<file path="config.mk">
export PLATFORM = sky130hd
export DESIGN_NAME = scsp_ctrl
export DESIGN_NICKNAME = d
export VERILOG_FILES = /design/src/hw/scsp_ctrl.v
export VERILOG_INCLUDE_DIRS = /design/src /design/src/hw
export SDC_FILE = /design/constraint.sdc
export NUM_CORES = 1
export LEC_CHECK = 0
export BUFFER_PORTS_ARGS = -buffer_cell sky130_fd_sc_hd__buf_2
export CORE_AREA = 4 4 105 107
export CTS_BUF_LIST = sky130_fd_sc_hd__clkbuf_4
export DETAILED_ROUTE_END_ITERATION = 8
export DIE_AREA = 0 0 109 111
export GPL_ROUTABILITY_DRIVEN = 1
export PLACE_DENSITY = 0.86
export REMOVE_ABC_BUFFERS = 1
export SYNTH_ARGS = -nofsm -noshare
export SYNTH_HDL_FRONTEND = slang
export SYNTH_SLANG_ARGS = --single-unit
</file>
<file path="constraint.sdc">
create_clock -name mclk -period 3.88 [get_ports mclk]
set_input_delay 0.582 -clock mclk [delete_from_list [all_inputs] [get_ports mclk]]
set_output_delay 0.582 -clock mclk [all_outputs]
set_load 0.05 [all_outputs]
</file>
<file path="src/hw/scsp_map.vh">
// Purpose: register offsets, field positions and reset values of the system control block
// Assumes: APB with 32-bit data, one aligned word per register
// Notes:   included by scsp_ctrl.v and by the test bench
`ifndef SCSP_MAP_VH
`define SCSP_MAP_VH

// register byte offsets
`define SCSP_OFF_SLEEP_WAKE    12'h000
`define SCSP_OFF_TRAP_CFG      12'h004
`define SCSP_OFF_FAULT_PRI     12'h008
`define SCSP_OFF_SVC_PRI       12'h00c
`define SCSP_OFF_PEND_TICK_PRI 12'h010

// sleep_wake_control fields
`define SCSP_SW_SLEEP_AFTER    1
`define SCSP_SW_DEEP_SEL       2
`define SCSP_SW_WAKE_ANY       4

// trap_and_entry_config fields
`define SCSP_TC_THREAD_ANY     0
`define SCSP_TC_UNPRIV_TRIG    1
`define SCSP_TC_MISALIGN_TRAP  3
`define SCSP_TC_DIV_ZERO_TRAP  4
`define SCSP_TC_BF_IGNORE      8
`define SCSP_TC_STACK_ALIGN8   9

// writable bit masks; everything else reads zero
`define SCSP_MASK_SLEEP_WAKE   32'h0000_0016
`define SCSP_MASK_TRAP_CFG     32'h0000_031b
`define SCSP_MASK_FAULT_PRI    32'h00f0_f0f0
`define SCSP_MASK_SVC_PRI      32'hf000_0000
`define SCSP_MASK_PEND_TICK    32'hf0f0_0000

// reset values
`define SCSP_RST_SLEEP_WAKE    32'h0000_0000
`define SCSP_RST_TRAP_CFG      32'h0000_0000
`define SCSP_RST_PRI           32'h0000_0000

// position of the realignment flag in the stacked status word
`define SCSP_PSR_REALIGN_BIT   9

`endif

</file>
<file path="src/hw/scsp_ctrl.v">
// Purpose: system control logic: low-power entry, trap configuration, system handler priorities
// Assumes: mclk 100 MHz, rst synchronous active high, core pulses are one mclk wide
// Notes:   APB4 slave, zero wait states, read data captured in the setup cycle
//
// Functional notes
// RULE1 - wake bit clear: only enabled interrupts wake
// RULE2 - wake bit set: any interrupt wakes
// RULE3 - pending event wakes wait, else latched
// RULE4 - send-event or external event also wakes
// RULE5 - deep sleep select chooses low-power mode
// RULE6 - sleep after handler returns to thread
// RULE7 - stack alignment bit selects four/eight bytes
// RULE8 - realign flag in stacked bit nine
// RULE9 - high-priority bus faults lock or ignore
// RULE10 - divide by zero faults or returns zero
// RULE11 - misaligned trap bit faults halfword/word access
// RULE12 - misaligned multiple/doubleword access always faults
// RULE13 - unprivileged trigger writes need enable bit
// RULE14 - thread entry only when no exception active; code also allows it with others active if thread-any bit set
// RULE15 - priority registers accept byte and word writes
// RULE16 - priority bits 3:0 read zero
// RULE17 - first priority register holds handlers 4-6
// RULE18 - handler 11, 14, 15 byte placement
// RULE19 - priority 0-15, lower value wins
// RULE20 - preemption compares group priority only
// RULE21 - reserved bits read zero, ignore writes
//
// The APB register port and the placing of the registers were left to the implementer.
`timescale 1ns/1ps
`include "scsp_map.vh"

module scsp_ctrl #(
    parameter NUM_IRQ = 32
)(
    input  wire               mclk,
    input  wire               rst,
    // apb slave
    input  wire               psel,
    input  wire               penable,
    input  wire               pwrite,
    input  wire [11:0]        paddr,
    input  wire [31:0]        pwdata,
    input  wire [3:0]         pstrb,
    input  wire [2:0]         pprot,
    output wire               pready,
    output reg  [31:0]        prdata,
    output wire               pslverr,
    // wake and sleep
    input  wire [NUM_IRQ-1:0] irq_pending,
    input  wire [NUM_IRQ-1:0] irq_enable,
    input  wire               wait_for_event_instr,
    input  wire               send_event_instr,
    input  wire               ext_event,
    input  wire               handler_to_thread,
    output wire               low_power,
    output wire               deep_sleep,
    output reg                wfe_done,
    // exception entry and return
    input  wire               exc_entry,
    input  wire [31:0]        entry_sp,
    input  wire               exception_return_code,
    input  wire               stacked_realign,
    output reg                stack_realign,
    output reg                return_readjust,
    // fault handling
    input  wire               data_bus_fault,
    input  wire               exec_pri_negative,
    output reg                lockup,
    output reg                bus_fault_take,
    output reg                bus_fault_ignored,
    input  wire               divide_zero,
    output reg                divide_fault,
    output reg                divide_quot_zero,
    input  wire               access_misaligned,
    input  wire               access_multi_dword,
    output reg                usage_fault_misalign,
    // software trigger register gate
    input  wire               trigger_write,
    input  wire               trigger_unpriv,
    output reg                trigger_grant,
    output reg                trigger_refuse,
    // thread-mode entry check
    input  wire               return_to_thread,
    input  wire               other_active,
    output reg                thread_return_ok,
    output reg                thread_return_fault,
    // priorities and preemption
    output wire [3:0]         memmanage_priority,
    output wire [3:0]         busfault_priority,
    output wire [3:0]         usagefault_priority,
    output wire [3:0]         supervisor_call_priority_field,
    output wire [3:0]         pendable_service_priority,
    output wire [3:0]         tick_timer_priority,
    input  wire [2:0]         prigroup,
    input  wire [2:0]         cand_handler,
    input  wire [7:0]         cur_exec_pri,
    output reg                cand_preempts
);

    localparam ST_RUN  = 3'b001;
    localparam ST_WFE  = 3'b010;
    localparam ST_EXIT = 3'b100;

    reg  [31:0]        sleep_wake_r;
    reg  [31:0]        trap_cfg_r;
    reg  [31:0]        fault_pri_r;
    reg  [31:0]        svc_pri_r;
    reg  [31:0]        pend_tick_r;
    reg  [2:0]         state_r;
    reg  [2:0]         state_nxt;
    reg                event_latch_r;
    reg                event_latch_nxt;
    reg  [NUM_IRQ-1:0] pend_d_r;
    reg  [31:0]        rd_nxt;
    reg                hit_nxt;
    reg                err_r;
    reg  [7:0]         cand_pri;
    reg  [7:0]         grp_mask;

    wire               setup    = psel & ~penable;
    wire               wr_acc   = psel & penable & pwrite;
    wire               wake_any = sleep_wake_r[`SCSP_SW_WAKE_ANY];
    wire [NUM_IRQ-1:0] new_pend = irq_pending & ~pend_d_r;
    wire               new_en   = |(new_pend & irq_enable);
    wire               new_all  = |new_pend;
    wire               pend_en  = |(irq_pending & irq_enable);
    wire               wake_src;

    assign pready  = 1'b1;
    assign pslverr = psel & penable & err_r;

    // only new pending edges count, so an old pending irq cannot re-arm the latch
    assign wake_src = send_event_instr | ext_event            // RULE4
                    | new_en                                  // RULE1
                    | (wake_any & new_all);                   // RULE2

    // read path: decode in setup, data stands through the access phase
    always @*
    begin
        rd_nxt  = 32'h0000_0000;
        hit_nxt = 1'b1;
        case (paddr)
            `SCSP_OFF_SLEEP_WAKE:    rd_nxt = sleep_wake_r;
            `SCSP_OFF_TRAP_CFG:      rd_nxt = trap_cfg_r;
            `SCSP_OFF_FAULT_PRI:     rd_nxt = fault_pri_r;
            `SCSP_OFF_SVC_PRI:       rd_nxt = svc_pri_r;
            `SCSP_OFF_PEND_TICK_PRI: rd_nxt = pend_tick_r;
            default:                 hit_nxt = 1'b0;
        endcase
    end

    always @(posedge mclk)
    begin
        if (rst)
        begin
            prdata <= 32'h0000_0000;
            err_r  <= 1'b0;
        end
        else if (setup)
        begin
            prdata <= pwrite ? 32'h0000_0000 : rd_nxt;
            err_r  <= ~hit_nxt;
        end
    end

    // write path: byte lanes honoured on every register, masks drop reserved bits
    function [31:0] lane_merge;
        input [31:0] old;
        input [31:0] wd;
        input [3:0]  strb;
        input [31:0] mask;
        integer i;
        begin
            lane_merge = old;
            for (i = 0; i < 4; i = i + 1)
            begin
                if (strb[i])
                    lane_merge[i*8 +: 8] = wd[i*8 +: 8] & mask[i*8 +: 8]; // RULE15 RULE16 RULE21
            end
        end
    endfunction

    always @(posedge mclk)
    begin
        if (rst)
        begin
            sleep_wake_r <= `SCSP_RST_SLEEP_WAKE;
            trap_cfg_r   <= `SCSP_RST_TRAP_CFG;
            fault_pri_r  <= `SCSP_RST_PRI;
            svc_pri_r    <= `SCSP_RST_PRI;
            pend_tick_r  <= `SCSP_RST_PRI;
        end
        else if (wr_acc)
        begin
            case (paddr)
                `SCSP_OFF_SLEEP_WAKE:
                    sleep_wake_r <= lane_merge(sleep_wake_r, pwdata, pstrb, `SCSP_MASK_SLEEP_WAKE);
                `SCSP_OFF_TRAP_CFG:
                    trap_cfg_r <= lane_merge(trap_cfg_r, pwdata, pstrb, `SCSP_MASK_TRAP_CFG);
                `SCSP_OFF_FAULT_PRI:
                    fault_pri_r <= lane_merge(fault_pri_r, pwdata, pstrb, `SCSP_MASK_FAULT_PRI); // RULE17
                `SCSP_OFF_SVC_PRI:
                    svc_pri_r <= lane_merge(svc_pri_r, pwdata, pstrb, `SCSP_MASK_SVC_PRI); // RULE18
                `SCSP_OFF_PEND_TICK_PRI:
                    pend_tick_r <= lane_merge(pend_tick_r, pwdata, pstrb, `SCSP_MASK_PEND_TICK); // RULE18
                default:
                    sleep_wake_r <= sleep_wake_r;
            endcase
        end
    end

    assign memmanage_priority             = fault_pri_r[7:4];   // RULE17
    assign busfault_priority              = fault_pri_r[15:12]; // RULE17
    assign usagefault_priority            = fault_pri_r[23:20]; // RULE17
    assign supervisor_call_priority_field = svc_pri_r[31:28];   // RULE18
    assign pendable_service_priority      = pend_tick_r[23:20]; // RULE18
    assign tick_timer_priority            = pend_tick_r[31:28]; // RULE18

    // event latch and low-power state machine
    always @*
    begin
        state_nxt       = state_r;
        event_latch_nxt = event_latch_r;
        case (state_r)
            ST_RUN:
            begin
                if (wait_for_event_instr)
                begin
                    if (event_latch_r | wake_src)
                        event_latch_nxt = 1'b0;            // RULE3
                    else
                        state_nxt = ST_WFE;
                end
                else if (wake_src)
                    event_latch_nxt = 1'b1;                // RULE3
                else if (handler_to_thread & sleep_wake_r[`SCSP_SW_SLEEP_AFTER])
                    state_nxt = ST_EXIT;                   // RULE6
            end
            ST_WFE:
            begin
                if (wake_src)
                    state_nxt = ST_RUN;                    // RULE3
            end
            ST_EXIT:
            begin
                if (pend_en)
                    state_nxt = ST_RUN;
            end
            default:
                state_nxt = ST_RUN;
        endcase
    end

    always @(posedge mclk)
    begin
        if (rst)
        begin
            state_r       <= ST_RUN;
            event_latch_r <= 1'b0;
            pend_d_r      <= {NUM_IRQ{1'b0}};
            wfe_done      <= 1'b0;
        end
        else
        begin
            state_r       <= state_nxt;
            event_latch_r <= event_latch_nxt;
            pend_d_r      <= irq_pending;
            wfe_done      <= ((state_r == ST_RUN) & wait_for_event_instr & (event_latch_r | wake_src))
                           | ((state_r == ST_WFE) & wake_src);
        end
    end

    assign low_power  = (state_r != ST_RUN);
    assign deep_sleep = low_power & sleep_wake_r[`SCSP_SW_DEEP_SEL]; // RULE5

    // trap and entry decisions, registered one cycle after the core's request
    always @(posedge mclk)
    begin
        if (rst)
        begin
            stack_realign   <= 1'b0;
            return_readjust <= 1'b0;
        end
        else
        begin
            // an sp with entry_sp bit 2 set needs four bytes of padding only in eight-byte mode
            if (exc_entry)
                stack_realign <= trap_cfg_r[`SCSP_TC_STACK_ALIGN8] & entry_sp[2]; // RULE7 RULE8
            return_readjust <= exception_return_code & stacked_realign;                      // RULE8
        end
    end

    always @(posedge mclk)
    begin
        if (rst)
        begin
            lockup            <= 1'b0;
            bus_fault_take    <= 1'b0;
            bus_fault_ignored <= 1'b0;
        end
        else
        begin
            // lockup holds until reset; nothing short of reset recovers the core
            if (data_bus_fault & exec_pri_negative & ~trap_cfg_r[`SCSP_TC_BF_IGNORE])
                lockup <= 1'b1;                                                   // RULE9
            bus_fault_take    <= data_bus_fault & ~exec_pri_negative;
            bus_fault_ignored <= data_bus_fault & exec_pri_negative
                               & trap_cfg_r[`SCSP_TC_BF_IGNORE];                  // RULE9
        end
    end

    always @(posedge mclk)
    begin
        if (rst)
        begin
            divide_fault         <= 1'b0;
            divide_quot_zero     <= 1'b0;
            usage_fault_misalign <= 1'b0;
        end
        else
        begin
            divide_fault      <= divide_zero & trap_cfg_r[`SCSP_TC_DIV_ZERO_TRAP];  // RULE10
            divide_quot_zero  <= divide_zero & ~trap_cfg_r[`SCSP_TC_DIV_ZERO_TRAP]; // RULE10
            usage_fault_misalign <= access_misaligned
                                  & (access_multi_dword                           // RULE12
                                   | trap_cfg_r[`SCSP_TC_MISALIGN_TRAP]);         // RULE11
        end
    end

    always @(posedge mclk)
    begin
        if (rst)
        begin
            trigger_grant  <= 1'b0;
            trigger_refuse <= 1'b0;
        end
        else
        begin
            trigger_grant  <= trigger_write
                            & (~trigger_unpriv | trap_cfg_r[`SCSP_TC_UNPRIV_TRIG]);  // RULE13
            trigger_refuse <= trigger_write & trigger_unpriv
                            & ~trap_cfg_r[`SCSP_TC_UNPRIV_TRIG];                    // RULE13
        end
    end

    always @(posedge mclk)
    begin
        if (rst)
        begin
            thread_return_ok    <= 1'b0;
            thread_return_fault <= 1'b0;
        end
        else
        begin
            thread_return_ok    <= return_to_thread
                                 & (~other_active | trap_cfg_r[`SCSP_TC_THREAD_ANY]);  // RULE14
            thread_return_fault <= return_to_thread & other_active
                                 & ~trap_cfg_r[`SCSP_TC_THREAD_ANY];                 // RULE14
        end
    end

    // preemption: group bits only, smaller value is more urgent
    always @*
    begin
        case (cand_handler)
            3'd0:    cand_pri = {memmanage_priority, 4'h0};
            3'd1:    cand_pri = {busfault_priority, 4'h0};
            3'd2:    cand_pri = {usagefault_priority, 4'h0};
            3'd3:    cand_pri = {supervisor_call_priority_field, 4'h0};
            3'd4:    cand_pri = {pendable_service_priority, 4'h0};
            3'd5:    cand_pri = {tick_timer_priority, 4'h0};
            default: cand_pri = 8'hff;
        endcase
        grp_mask = 8'hfe << prigroup;                                    // RULE20
    end

    always @(posedge mclk)
    begin
        if (rst)
            cand_preempts <= 1'b0;
        else
            cand_preempts <= (cand_pri & grp_mask) < (cur_exec_pri & grp_mask); // RULE19 RULE20
    end

endmodule

</file>
==> results.txt, run 1 <==
The run finished with clean final reports. The worst vdd rail ir drop came out at 174.4 uV. The final worst setup slack came out at 1.204 ns. The final hold violation count is 0. The critical path goes through buf_2 -> nor4_1 -> and4b_1 -> nand3b_1 -> nor2_1 -> a22oi_1 -> a21oi_1. The global-route usage over all layers came out at about a quarter.

The total congestion overflow came out at 0. During I/O placement, the number of pins put on the boundary was 256. Counting every instance in the synthesized netlist gives 565.

The data required time at the worst endpoint came out at 4.26 ns. Counting instances, the worst hold path has a depth of 2. Power spread over the standard cell area amounts to ~320 nW/um^2. The effective utilization at floorplan is 49.41%. The HPWL reported at the end of detailed placement came out at between 10000 and 15000 um.

The flip-flop cell with the highest count after synthesis is sky130_fd_sc_hd__dfxtp_1. The fraction of layout cells with a size suffix above 1 is ~31%. The standby leakage power is 2.805 nW. The number of iterations in the first detailed-routing pass came out at 6.

The number of vias in the routed layout is 5055. After synthesis the netlist holds a flip-flop and latch count of 106. The core utilization of the finished layout is 60.84%. The worst register-to-register path ends at state_r[1]. For flop-to-flop paths, the worst setup slack is roughly 1.6 ns.

The mean number of vias per cell came out at 5.661. Across the run, the number of max-cap violations was 0. Measured against its own limit, the worst slew margin works out to 29.17%.

The count of routing violations after the opening detailed-route iteration came out at around 400. The floorplan die width came out at 109 um. The total of cells resized after clock tree synthesis is 0. The via count of the first global-routing pass was 4967. Subtracting the final worst setup slack from the clock period gives around 2.7 ns.

The cell with the biggest individual delay on the critical path is sky130_fd_sc_hd__nor2_1. The number of nets at the end of the flow came out at between 900 and 1000. The setup violation total in the final timing report came out at 0.

Sorting the synthesized cells by area gives the leading types as sky130_fd_sc_hd__dfxtp_1 (42%), sky130_fd_sc_hd__nor2_1 (4.9%), sky130_fd_sc_hd__a22oi_1 (4.8%). Data arrives at the worst endpoint at 3.06 ns. The area growth from synthesis to layout came out at 23.13%. Port buffering added 199 buffers. The clock slew at the register clock pins of the worst setup and hold paths is roughly 0.16 ns. The total number of yosys warnings is 0. The maximum fanout encountered on the critical timing path came out at 14. The number of clock buffers added by TritonCTS is 9. The count of standard-cell rows came out at 37. The initial antenna violation count came to 4. The clock latency on the worst-skew pair is 0.46 ns. The most critical setup path has its startpoint at paddr[9].

For this run, the slowest stage of the critical path takes between 0.7 and 0.8 ns. In this run the number of H-tree levels came out at 3. The mean instance size in the synthesized netlist is ~8.9 um^2. The worst setup path is captured at a flop. The maximum clock frequency is roughly 370 MHz. The worst setup skew after layout is around 0.017 ns. The kind of path behind the tightest hold check is in2reg.

Setup repair after global routing left no endpoint under its margin. At the end of routability-driven placement, the weighted congestion stood at 0.9479. The startpoint class of the critical path is an input port.

The post-placement worst setup slack came out at 0.8668 ns. No sink is reached through more buffers than the 2 on the longest clock path. Hold timing on the final database bottoms out at a slack of ~0.29 ns. From bottom edge to top edge, the die measures 111 um.

The distinct cell type count after synthesis came out at 57. The portion of the post-synthesis area used by sequential elements came out at 42.36%. In this run the most critical hold path is launched from exec_pri_negative. The clock sink count is 106.

Entering global routing, the biggest net connects between 100 and 150 pins. The number of post-CTS setup repair buffers is 0. The worst-margin pin slew came out at 1.062 ns. TritonCTS built the clock tree. The die covers between 10000 and 15000 um^2. The post-synth design cell area is 5010 um^2. The post-synthesis cell type with the largest combined area is sky130_fd_sc_hd__dfxtp_1. The final number of max-transition violations is 0.

The share of synthesized area in the top cell type comes to 42.36%. Hold repair after CTS inserted 0 buffers. The share of the cycle needed by the critical path after routing came out at between 60% and 70%. The routed length per placed instance is around 17 um.

The cell sitting at the root of the clock tree is a sky130_fd_sc_hd__clkbuf_4. Counting flops with an async set or reset pin after synthesis yields a share of 0%. By startpoint and endpoint, the worst setup path is classified as in2reg. The depth of the worst register-to-register path came out at 6. The number of enable flip-flop cells after synthesis is 0. The core area is 10140 um^2. The remaining design rule violation count is 0. The endpoint of the worst hold path is bus_fault_take. The detail route stage leaves a number of antenna-violating nets equal to 0.

The sum of negative setup slack is 0 ns. The total power draw came out at between 1.5 and 2 mW. The wire length of the first global-routing pass came out at 24010 um. The startpoint of the worst-slack reg-to-reg timing path is pend_d_r[3].

The aggregate routed wire length is 15310 um.
==> flip-flops by register name (all words and copies together), names as in the netlist <==
name / flops
cand_preempts: 1
thread_return_fault: 1
thread_return_ok: 1
state_r: 3
bus_fault_take: 1
fault_pri_r: 12
sleep_wake_r: 3
stack_realign: 1
pend_d_r: 32
return_readjust: 1
usage_fault_misalign: 1
trigger_refuse: 1
trigger_grant: 1
divide_fault: 1
prdata: 22
lockup: 1
wfe_done: 1
trap_cfg_r: 6
pend_tick_r: 8
svc_pri_r: 4
bus_fault_ignored: 1
err_r: 1
divide_quot_zero: 1
event_latch_r: 1
==> cell usage in the layout (no fill, tap or decap), types with 5 or more instances in the layout <==
master,n
sky130_fd_sc_hd__nor2b_4,5
sky130_fd_sc_hd__conb_1,11
sky130_fd_sc_hd__nand3_1,9
sky130_fd_sc_hd__nand2_1,36
sky130_fd_sc_hd__o22ai_1,6
sky130_fd_sc_hd__mux2i_1,23
sky130_fd_sc_hd__nand3b_1,31
sky130_fd_sc_hd__nor2b_1,36
sky130_fd_sc_hd__o21ai_0,20
sky130_fd_sc_hd__a22o_1,7
sky130_fd_sc_hd__inv_1,21
sky130_fd_sc_hd__dfxtp_1,106
sky130_fd_sc_hd__a22oi_1,32
sky130_fd_sc_hd__and3_1,9
sky130_fd_sc_hd__nor3b_1,7
sky130_fd_sc_hd__clkbuf_4,10
sky130_fd_sc_hd__nand4_1,12
sky130_fd_sc_hd__nor2_1,66
sky130_fd_sc_hd__ha_1,6
sky130_fd_sc_hd__buf_2,198
sky130_fd_sc_hd__a21oi_1,32
==> cell type report <==
type,instances,area [um^2]
clock buffer,10,75.07
multi-input combinational,410,2646
timing repair buffer,200,1006
fill,888,3970
antenna,2,5.005
clock inverter,6,57.56
tap,136,170.2
inverter,23,86.33
sequential,106,2122
==> critical path: cells and delay by family <==
family                 cells  cell delay, ns
buffers and inverters      1            0.11
AND/OR/NAND/NOR            4            1.96
AO/OA/AOI/OAI              2            0.40
==> worst max path at each step <==
stage	endpoint	slack (ns)	cells after the start
2_1_floorplan	state_r[1]	1.53	6
3_3_place_gp	prdata[20]	0.94	7
3_5_place_dp	prdata[20]	0.87	7
4_1_cts	prdata[20]	1.35	7
5_1_grt	prdata[20]	1.10	7
6_report	prdata[20]	1.20	7
==> per-layer routing <==
layer / track usage, % / vias up / share of wire (%)
met5: 0 / - / 0.17
met4: 9.428 / 4 / 2.7
met3: 5.999 / 40 / 10
met2: 41.89 / 276 / 49
met1: 30.21 / 2363 / 38
li1: - / 2372 / -
==> metrics by stage <==
step,std cells,cell area [um^2]
floorplan,539,4855
detailed placement,875,6031
global placement,875,6031
CTS,891,6163
global route,893,6168
finish,893,6168
==> where the power goes <==
part / total [mW] / leakage (nW) / switching [mW] / internal (mW)
registers: 1.13 / 0.865 / 0.0114 / 1.11
logic: 0.300 / 1.87 / 0.180 / 0.120
clock network: 0.559 / 0.0691 / 0.359 / 0.199
total: 1.98 / 2.80 / 0.550 / 1.43
==> cell usage after synthesis, types with 4 or more instances <==
| cell | count |
|---|---|
| sky130_fd_sc_hd__o21ai_0 | 20 |
| sky130_fd_sc_hd__nand2_1 | 36 |
| sky130_fd_sc_hd__nor2b_4 | 5 |
| sky130_fd_sc_hd__dfxtp_1 | 106 |
| sky130_fd_sc_hd__mux2i_1 | 23 |
| sky130_fd_sc_hd__and3_1 | 9 |
| sky130_fd_sc_hd__clkbuf_1 | 21 |
| sky130_fd_sc_hd__a221oi_1 | 4 |
| sky130_fd_sc_hd__a22o_1 | 7 |
| sky130_fd_sc_hd__nor2b_1 | 36 |
| sky130_fd_sc_hd__o22ai_1 | 6 |
| sky130_fd_sc_hd__buf_4 | 11 |
| sky130_fd_sc_hd__or3_1 | 4 |
| sky130_fd_sc_hd__a22oi_1 | 32 |
| sky130_fd_sc_hd__nand4_1 | 12 |
| sky130_fd_sc_hd__nand3b_1 | 31 |
| sky130_fd_sc_hd__a21oi_1 | 32 |
| sky130_fd_sc_hd__nor3b_1 | 7 |
| sky130_fd_sc_hd__nand3_1 | 9 |
| sky130_fd_sc_hd__nor2_1 | 66 |
| sky130_fd_sc_hd__inv_1 | 21 |
| sky130_fd_sc_hd__a21o_1 | 4 |
| sky130_fd_sc_hd__a2111oi_2 | 4 |
| sky130_fd_sc_hd__nor3_1 | 4 |
| sky130_fd_sc_hd__ha_1 | 6 |
==> cells by family after synthesis <==
logic type | after synthesis | synth area share, %
fa+ha+maj | 6 | 1.498
other cells | 2 | 0.1499
mux | 26 | 5.719
compound gates | 126 | 17.73
flops | 106 | 42.36
buf+inv | 58 | 5.494
simple gates | 241 | 27.05
Power figures use the tool's default switching activity.
==> run 2: changes to the inputs <==
Settings changed: ABC_AREA from default to 1, CORE_AREA 4 4 105 107 to 4 4 115 117, DIE_AREA 0 0 109 111 to 0 0 119 121, PLACE_DENSITY 0.86 to 0.78.
Clock period 3.88 ns to 2.46 ns, I/O delays scaled along.
==> run 2 against run 1 <==
  * Clock-buffer cell count is the same
  * Cell area grew 4.1%
  * Global-route usage shrank 3.8 points
  * Hold slack lost 0.23 ns
  * Worst setup slack lost 0.87 ns
  * First-iteration DRC count shrank 22%
  * Core utilization shrank 8.9 points
  * Critical path type is now reg2out
==> results.txt, run 2 <==
The initial antenna violation count came out at 1. Leaving out fill and tap cells, the most frequent cells in the layout are sky130_fd_sc_hd__buf_2 (199), sky130_fd_sc_hd__nand2_1 (164), sky130_fd_sc_hd__inv_1 (124). The maximum fanout encountered on the critical timing path came out at 4.

Counting flops per register, the top entry is pend_d_r. Global routing used 21.04% of the available tracks. In this run, synthesis inferred 0 flip-flops with an integrated enable. The flow ran to the end, and the final reports show no timing, DRC or antenna violations.

Dividing the final minimum period by the clock period gives between 80 and 90%. The flop and latch count out of synthesis came out at about 110. The max-capacitance violation count is 0. The top cell type by area accounts for between 40% and 50% of the synthesized area. The setup path with the least slack is of type reg2out. sky130_fd_sc_hd__dfxtp_1 takes more of the synthesized area than any other cell. The count of buffers from port buffering came out at 199. The count of mapped cells out of synthesis came out at 771. The antenna diode count is 0.

The floorplan step defined a die boundary enclosing 14400 um^2. The total power draw is around 3.5 mW. The setup violation total in the final timing report is 0. The number of vias in the routed layout is 5579. In the final timing run, aggregate negative setup slack is 0 ns. The worst-margin pin slew came out at 0.7586 ns. The data required time at the worst endpoint came out at 2.09 ns. The endpoint arrival time on the critical path is ~1.8 ns. The path class of the tightest hold or removal check is in2reg. The wire length of the first global-routing pass is ~24000 um. The via count of the first global-routing pass came to 5039. Clock-pin slew was measured on the worst setup and hold paths at about 0.16 ns. The worst max-slew margin expressed relative to the limit is just under 50%.

For this run, the leading register cell type out of synthesis is sky130_fd_sc_hd__dfxtp_1. The clock root buffer master is sky130_fd_sc_hd__clkbuf_4. The cell area power density is 540.5 nW/um^2. TritonCTS built the clock tree.

The number of placed I/O pins came out at 256. CTS built an H-tree with a depth of 3. The clock latency on the worst-skew pair is 0.47 ns.

Entering global routing, the biggest net connects 36 pins. The share of async-settable or async-resettable flops after synthesis came out at 0%. The depth of the worst register-to-register path came out at 8.

The worst vdd rail ir drop is 431.3 uV. The weighted congestion reported at the end of routability-driven placement is 0.9426. Subtracting the final worst setup slack from the clock period gives 2.128 ns. Summed over all nets, the half-perimeter wirelength after detailed placement is 12040 um. The standby leakage power came out at 3.149 nW. Hold repair after CTS inserted 0 buffers. The hold path depth came out at 2. The maximum clock frequency came out at 469.9 MHz. The final number of max-transition violations was 0.

Summing every instance area after synthesis gives ~5200 um^2. The floorplan step set the die width to 119 um. Counting along the longest clock path gives a buffer depth of 2. The total of cells resized after clock tree synthesis is 0. The total congestion overflow is 0.

The worst setup skew after layout is 0.008083 ns. The number of flip-flops under the largest register name came out at 32. The number of iterations in the first detailed-routing pass came out at 5.

For this configuration, the core starts out at a cell density of 41.70%. In the final layout, the share of cells above drive strength 1 is 24.41%. The placed instances occupy a cell area of ~6300 um^2. The area growth from synthesis to layout is 24.54%. Counting instances in the post-synthesis netlist gives the leading cell types as sky130_fd_sc_hd__nand2_1 (164), sky130_fd_sc_hd__inv_1 (124), sky130_fd_sc_hd__dfxtp_1 (106), sky130_fd_sc_hd__nor2_1 (99), sky130_fd_sc_hd__a21oi_1 (66). The final layout contains routed wiring with a total length of 15300 um. The number of nets at the end of the flow is roughly 1200. CTS saw 106 sinks. The core area came out at approximately 12000 um^2. The startpoint class of the critical path is a flop. The y dimension of the die came out at 121 um. In the post-synthesis netlist, the cell with the most instances is sky130_fd_sc_hd__nand2_1. The library cell used most frequently in the layout, excluding fill and tap cells, is sky130_fd_sc_hd__buf_2. Setup repair after global routing left no endpoint under its margin. The total number of yosys warnings came out at 0. The core utilization of the finished layout came out at between 50% and 60%. The final instance area is 6420 um^2. In the routed layout, each cell is associated on average with a via count of around 4.9.

The largest registers in the layout are pend_d_r: 32 flops, prdata: 22 flops, fault_pri_r: 12 flops. The routed length per placed instance came out at 13.38 um. The antenna violation net count after detailed routing came out at 0. The count of standard-cell rows came out at 41.

The number of post-CTS setup repair buffers is 0. In this run, CTS created clock tree buffers numbering 9. The count of routing violations after the opening detailed-route iteration is 307. A synthesized cell averages roughly 6.7 um^2. The filler cells instantiated in the layout total between 1000 and 1500. The final hold violation count is 0. Sequential elements use 41.17% of the synthesized area. STA classifies the critical path endpoint as an output pin. In the post-synthesis netlist, the biggest area contributors are sky130_fd_sc_hd__dfxtp_1 (41%), sky130_fd_sc_hd__nand2_1 (12%), sky130_fd_sc_hd__inv_1 (9.0%).

The remaining design rule violation count is 0. In this run, distinct cell masters in the synthesized netlist total 33.
## run 2: changes by cell type in the layout (fill, tap and decap cells not counted), moves of 23 or more
cell / delta
sky130_fd_sc_hd__nand2_1: +128
sky130_fd_sc_hd__inv_1: +103
sky130_fd_sc_hd__nand3_1: +47
sky130_fd_sc_hd__nor2b_1: -36
sky130_fd_sc_hd__a21oi_1: +34
sky130_fd_sc_hd__a22oi_1: -32
sky130_fd_sc_hd__nor2_1: +32
sky130_fd_sc_hd__nand3b_1: -31
sky130_fd_sc_hd__o21ai_0: +29
sky130_fd_sc_hd__mux2i_1: -23
## run 2: routing by layer
layer  share of wire, %  global-route usage, %
met1                 42                  25.34
met3                8.7                  6.014
met5              0.085                      0
met4                1.9                  8.038
met2                 47                  35.57
## run 2: kinds of logic after synthesis
| group | count (synthesis) | synth area share (%) |
|---|---|---|
| AND/OR/NAND/NOR | 362 | 30.15 |
| buffers and inverters | 155 | 12.23 |
| AO/OA/AOI/OAI | 140 | 14.85 |
| flip-flops | 106 | 41.17 |
| adder cells (fa/ha/maj) | 6 | 1.456 |
| other | 2 | 0.1457 |
## run 2: power breakdown
group,internal [mW],total (mW),switching [mW]
Combinational,0.235,0.736,0.502
Sequential,1.79,1.82,0.0306
Clock,0.323,0.914,0.591
Total,2.35,3.47,1.12
## run 2: through the flow
stage	cells	worst slack (ns)	hold WS [ns]
after global routing	1143	0.1577	0.003477
after detailed placement	1127	0.3329	0.4472
final	1143	0.3320	0.06132
after global placement	1127	0.4171	0.4390
after CTS	1143	0.2817	0.01329
after floorplan	752	0.4668	0.4205
## run 2: worst paths after layout
check	start	endpoint	slack, ns
worst max-delay path	state_r[0]	deep_sleep	0.33
worst max register to register	fault_pri_r[7]	cand_preempts	0.68
worst min-delay path	other_active	thread_return_ok	0.06
worst min register to register	prdata[0]	prdata[0]	0.47
## run 2: critical path, stage by stage (launching register included)
cell                      delay [ns]
sky130_fd_sc_hd__dfxtp_1        0.40
sky130_fd_sc_hd__inv_1          0.07
sky130_fd_sc_hd__nor3_1         0.29
sky130_fd_sc_hd__inv_1          0.18
sky130_fd_sc_hd__nand2_1        0.10
sky130_fd_sc_hd__inv_1          0.05
sky130_fd_sc_hd__buf_2          0.20
## run 2: area by class of cell
cell class	count	area, um^2	share of cell area (%)
Multi-Input combinational cell	519	2439	37.98
Sequential cell	106	2122	33.05
Timing Repair Buffer	203	1026	15.98
Inverter	127	476.7	7.425
Tap cell	172	215.2	3.352
Clock buffer	10	75.07	1.169
Clock inverter	6	66.31	1.033
==> run 3: changes to the inputs <==
Settings changed: ABC_AREA 1 to default, CORE_AREA 4 4 115 117 to 4 4 113 115, DIE_AREA 0 0 119 121 to 0 0 117 119, PLACE_DENSITY 0.78 to 0.79.
==> run 3 against run 2 <==
  * Fmax is 5.5% lower
  * Register-to-register slack lost 0.47 ns
  * Global-route usage shrank 0.054 points
  * Largest power group unchanged
==> results.txt, run 3 (synthesis results as in run 1) <==
The clock sink count is roughly 110. The first global-routing pass estimated 22850 um of wire. The cell area after placement came out at 6202 um^2. The sum of negative setup slack came out at 0 ns.

The cell sitting at the root of the clock tree is a sky130_fd_sc_hd__clkbuf_4. TritonCTS created 9 clock buffers. The final layout contains routed wiring with a total length of around 15000 um. Along the worst path, the maximum fanout reaches 5.

After detailed routing, the number of remaining DRC violations is 0. The number of vias in the routed layout came out at about 5000. The core area came out at 11810 um^2. The worst vdd rail ir drop came out at roughly 240 uV. The worst setup path is launched from a flop. Once the floorplan was initialized, standard cells occupied roughly 42% of the core.

The clock tree from TritonCTS is yes. The final number of max-transition violations came out at 0. The clock latency on the worst-skew pair came out at approximately 0.46 ns. The minimum hold slack is roughly 0.09 ns.

The design draws 3.240 mW. The routed length per placed instance is 16.34 um. The worst-margin pin slew came out at 0.6897 ns.

The number of post-CTS setup repair buffers came out at 0. The maximum level of the CTS H-tree is 3. After global routing the overflow that remains totals 0.

The via count of the first global-routing pass was 4590. The worst setup path is of the reg2reg kind. The worst setup skew after layout came out at ~0.011 ns. The net count of the finished layout is about 960. The multi-input combinational cells in the finished layout cover a total of roughly 2700 um^2.

The global-route usage over all layers came out at 20.98%. The worst max-slew margin expressed relative to the limit came out at 54.02%. Summing all flip-flop and latch instances after layout gives 2122 um^2. The clock slew at the register clock pins of the worst setup and hold paths is ~0.15 ns. The max-capacitance violation count is 0. The floorplan die width is 117 um. The count of standard-cell rows is 40. In the final layout, the registers with the most flip-flops are pend_d_r: 32 flops, prdata: 22 flops, fault_pri_r: 12 flops. Signal routing reaches up to met5.

The weighted congestion reported at the end of routability-driven placement is 0.8649. The layout filler cell count is 1139. In the routed layout, each cell is associated on average with a via count of 5.319. The number of flip-flops under the largest register name is 32. For this design the top-level I/O count stands at 256. The final period demand of the worst path came out at 2.252 ns. The count of buffers from port buffering is 199. For this run, the number of standard cells in the final layout without fillers is between 900 and 1000.

Data on the critical path is required at its endpoint by 2.83 ns. The run finished with clean final reports. The most common library cell in the layout ignoring fill and taps is sky130_fd_sc_hd__buf_2. The fraction of layout cells with a size suffix above 1 is 32.86%. The maximum clock frequency is 444.0 MHz. The die area is 13920 um^2. The count of routing violations after the opening detailed-route iteration came out at 298. The wire length on met2 is 7371 um.

Entering global routing, the biggest net connects 66 pins. pend_d_r holds more flip-flops than any other register. For this design the static power due to leakage is 2.925 nW.

Setup repair after global routing left no endpoint under its margin. Compared with the post-synthesis result, the final layout area differs by 27.07%. The setup violation total in the final timing report is 0. The detailed route wirelength on metal3 is approximately 1200 um. The count of nets left with antenna violations once routing finished came out at 0. In this run the power density over the cells is 508.9 nW/um^2. The number of iterations in the first detailed-routing pass came out at 5. In this run the worst hold path is classified as in2reg. The final hold violation count is 0. The initial antenna violation count is 2.

The share of the cycle needed by the critical path after routing is roughly nine tenths. The endpoint arrival time on the critical path is 2.63 ns. Once layout is done, the placed cells without fillers occupy between 6000 and 7000 um^2. The number of placed instances, taps included, is 907. The y dimension of the die is 119 um.

The maximum buffer depth of the clock tree is 2. STA classifies the critical path endpoint as a flop. The wire length on met1 is 6239 um. In the layout the commonest cells are sky130_fd_sc_hd__buf_2 (198), sky130_fd_sc_hd__dfxtp_1 (106), sky130_fd_sc_hd__nor2_1 (66). The HPWL reported at the end of detailed placement is 12010 um.
run 3: cell types whose count changed in the layout (fill, tap and decap cells not counted), sizes merged, moves of 23 or more:
cell,previous run,this run
inv,127,22
o21ai,49,20
mux2i,0,23
a22oi,0,32
nand2,166,36
nor2b,0,41
nand3,56,9
a21oi,66,32
nor2,101,66
nand3b,0,31
run 3: cell type report:
cell class | count | share of cell area (%)
Timing Repair Buffer | 221 | 18.28
Clock buffer | 10 | 1.179
Clock inverter | 6 | 1.278
Inverter | 23 | 1.356
Antenna cell | 1 | 0.03931
Sequential cell | 106 | 33.33
Multi-Input combinational cell | 410 | 41.65
Tap cell | 147 | 2.889
run 3: worst max-delay path: stages (launching register included):
cell and delay (ns):
sky130_fd_sc_hd__dfxtp_1 0.40, sky130_fd_sc_hd__nor2b_4 0.05, sky130_fd_sc_hd__a2111oi_2 0.35, sky130_fd_sc_hd__nand4_1 0.20, sky130_fd_sc_hd__o31a_1 0.39, sky130_fd_sc_hd__or4_1 0.43, sky130_fd_sc_hd__a2111oi_2 0.35
run 3: what timing repair did:
action	in CTS	in global routing
endpoints found under the setup margin	0	1
hold buffers	0	0
resized for setup	0	1
run 3: power breakdown:
group | switching [mW] | internal [mW]
registers | 0.0177 | 1.76
clock network | 0.560 | 0.418
logic | 0.284 | 0.202
run 3: final timing paths:
| check | startpoint | endpoint | slack, ns | cells past startpoint |
|---|---|---|---|---|
| setup reg to reg | pend_d_r[29] | state_r[1] | 0.21 | 6 |
| setup / recovery | pend_d_r[29] | state_r[1] | 0.21 | 6 |
| hold reg to reg | prdata[20] | prdata[20] | 0.46 | 2 |
| hold / removal | exec_pri_negative | bus_fault_take | 0.09 | 2 |
run 3: metrics by stage:
stage               utilization, %  setup WS, ns
global placement             52.51       0.01276
global route                 53.90       0.03235
finish                       53.90        0.2078
CTS                          53.83        0.1605
detailed placement           52.51      0.006229
floorplan                        -        0.2186
run 3: metal layers:
layer,global-route usage [%],vias to the layer above
met5,0,-
met4,7.168,2
met3,5.030,27
met2,35.24,206
met1,26.02,2267
li1,-,2413
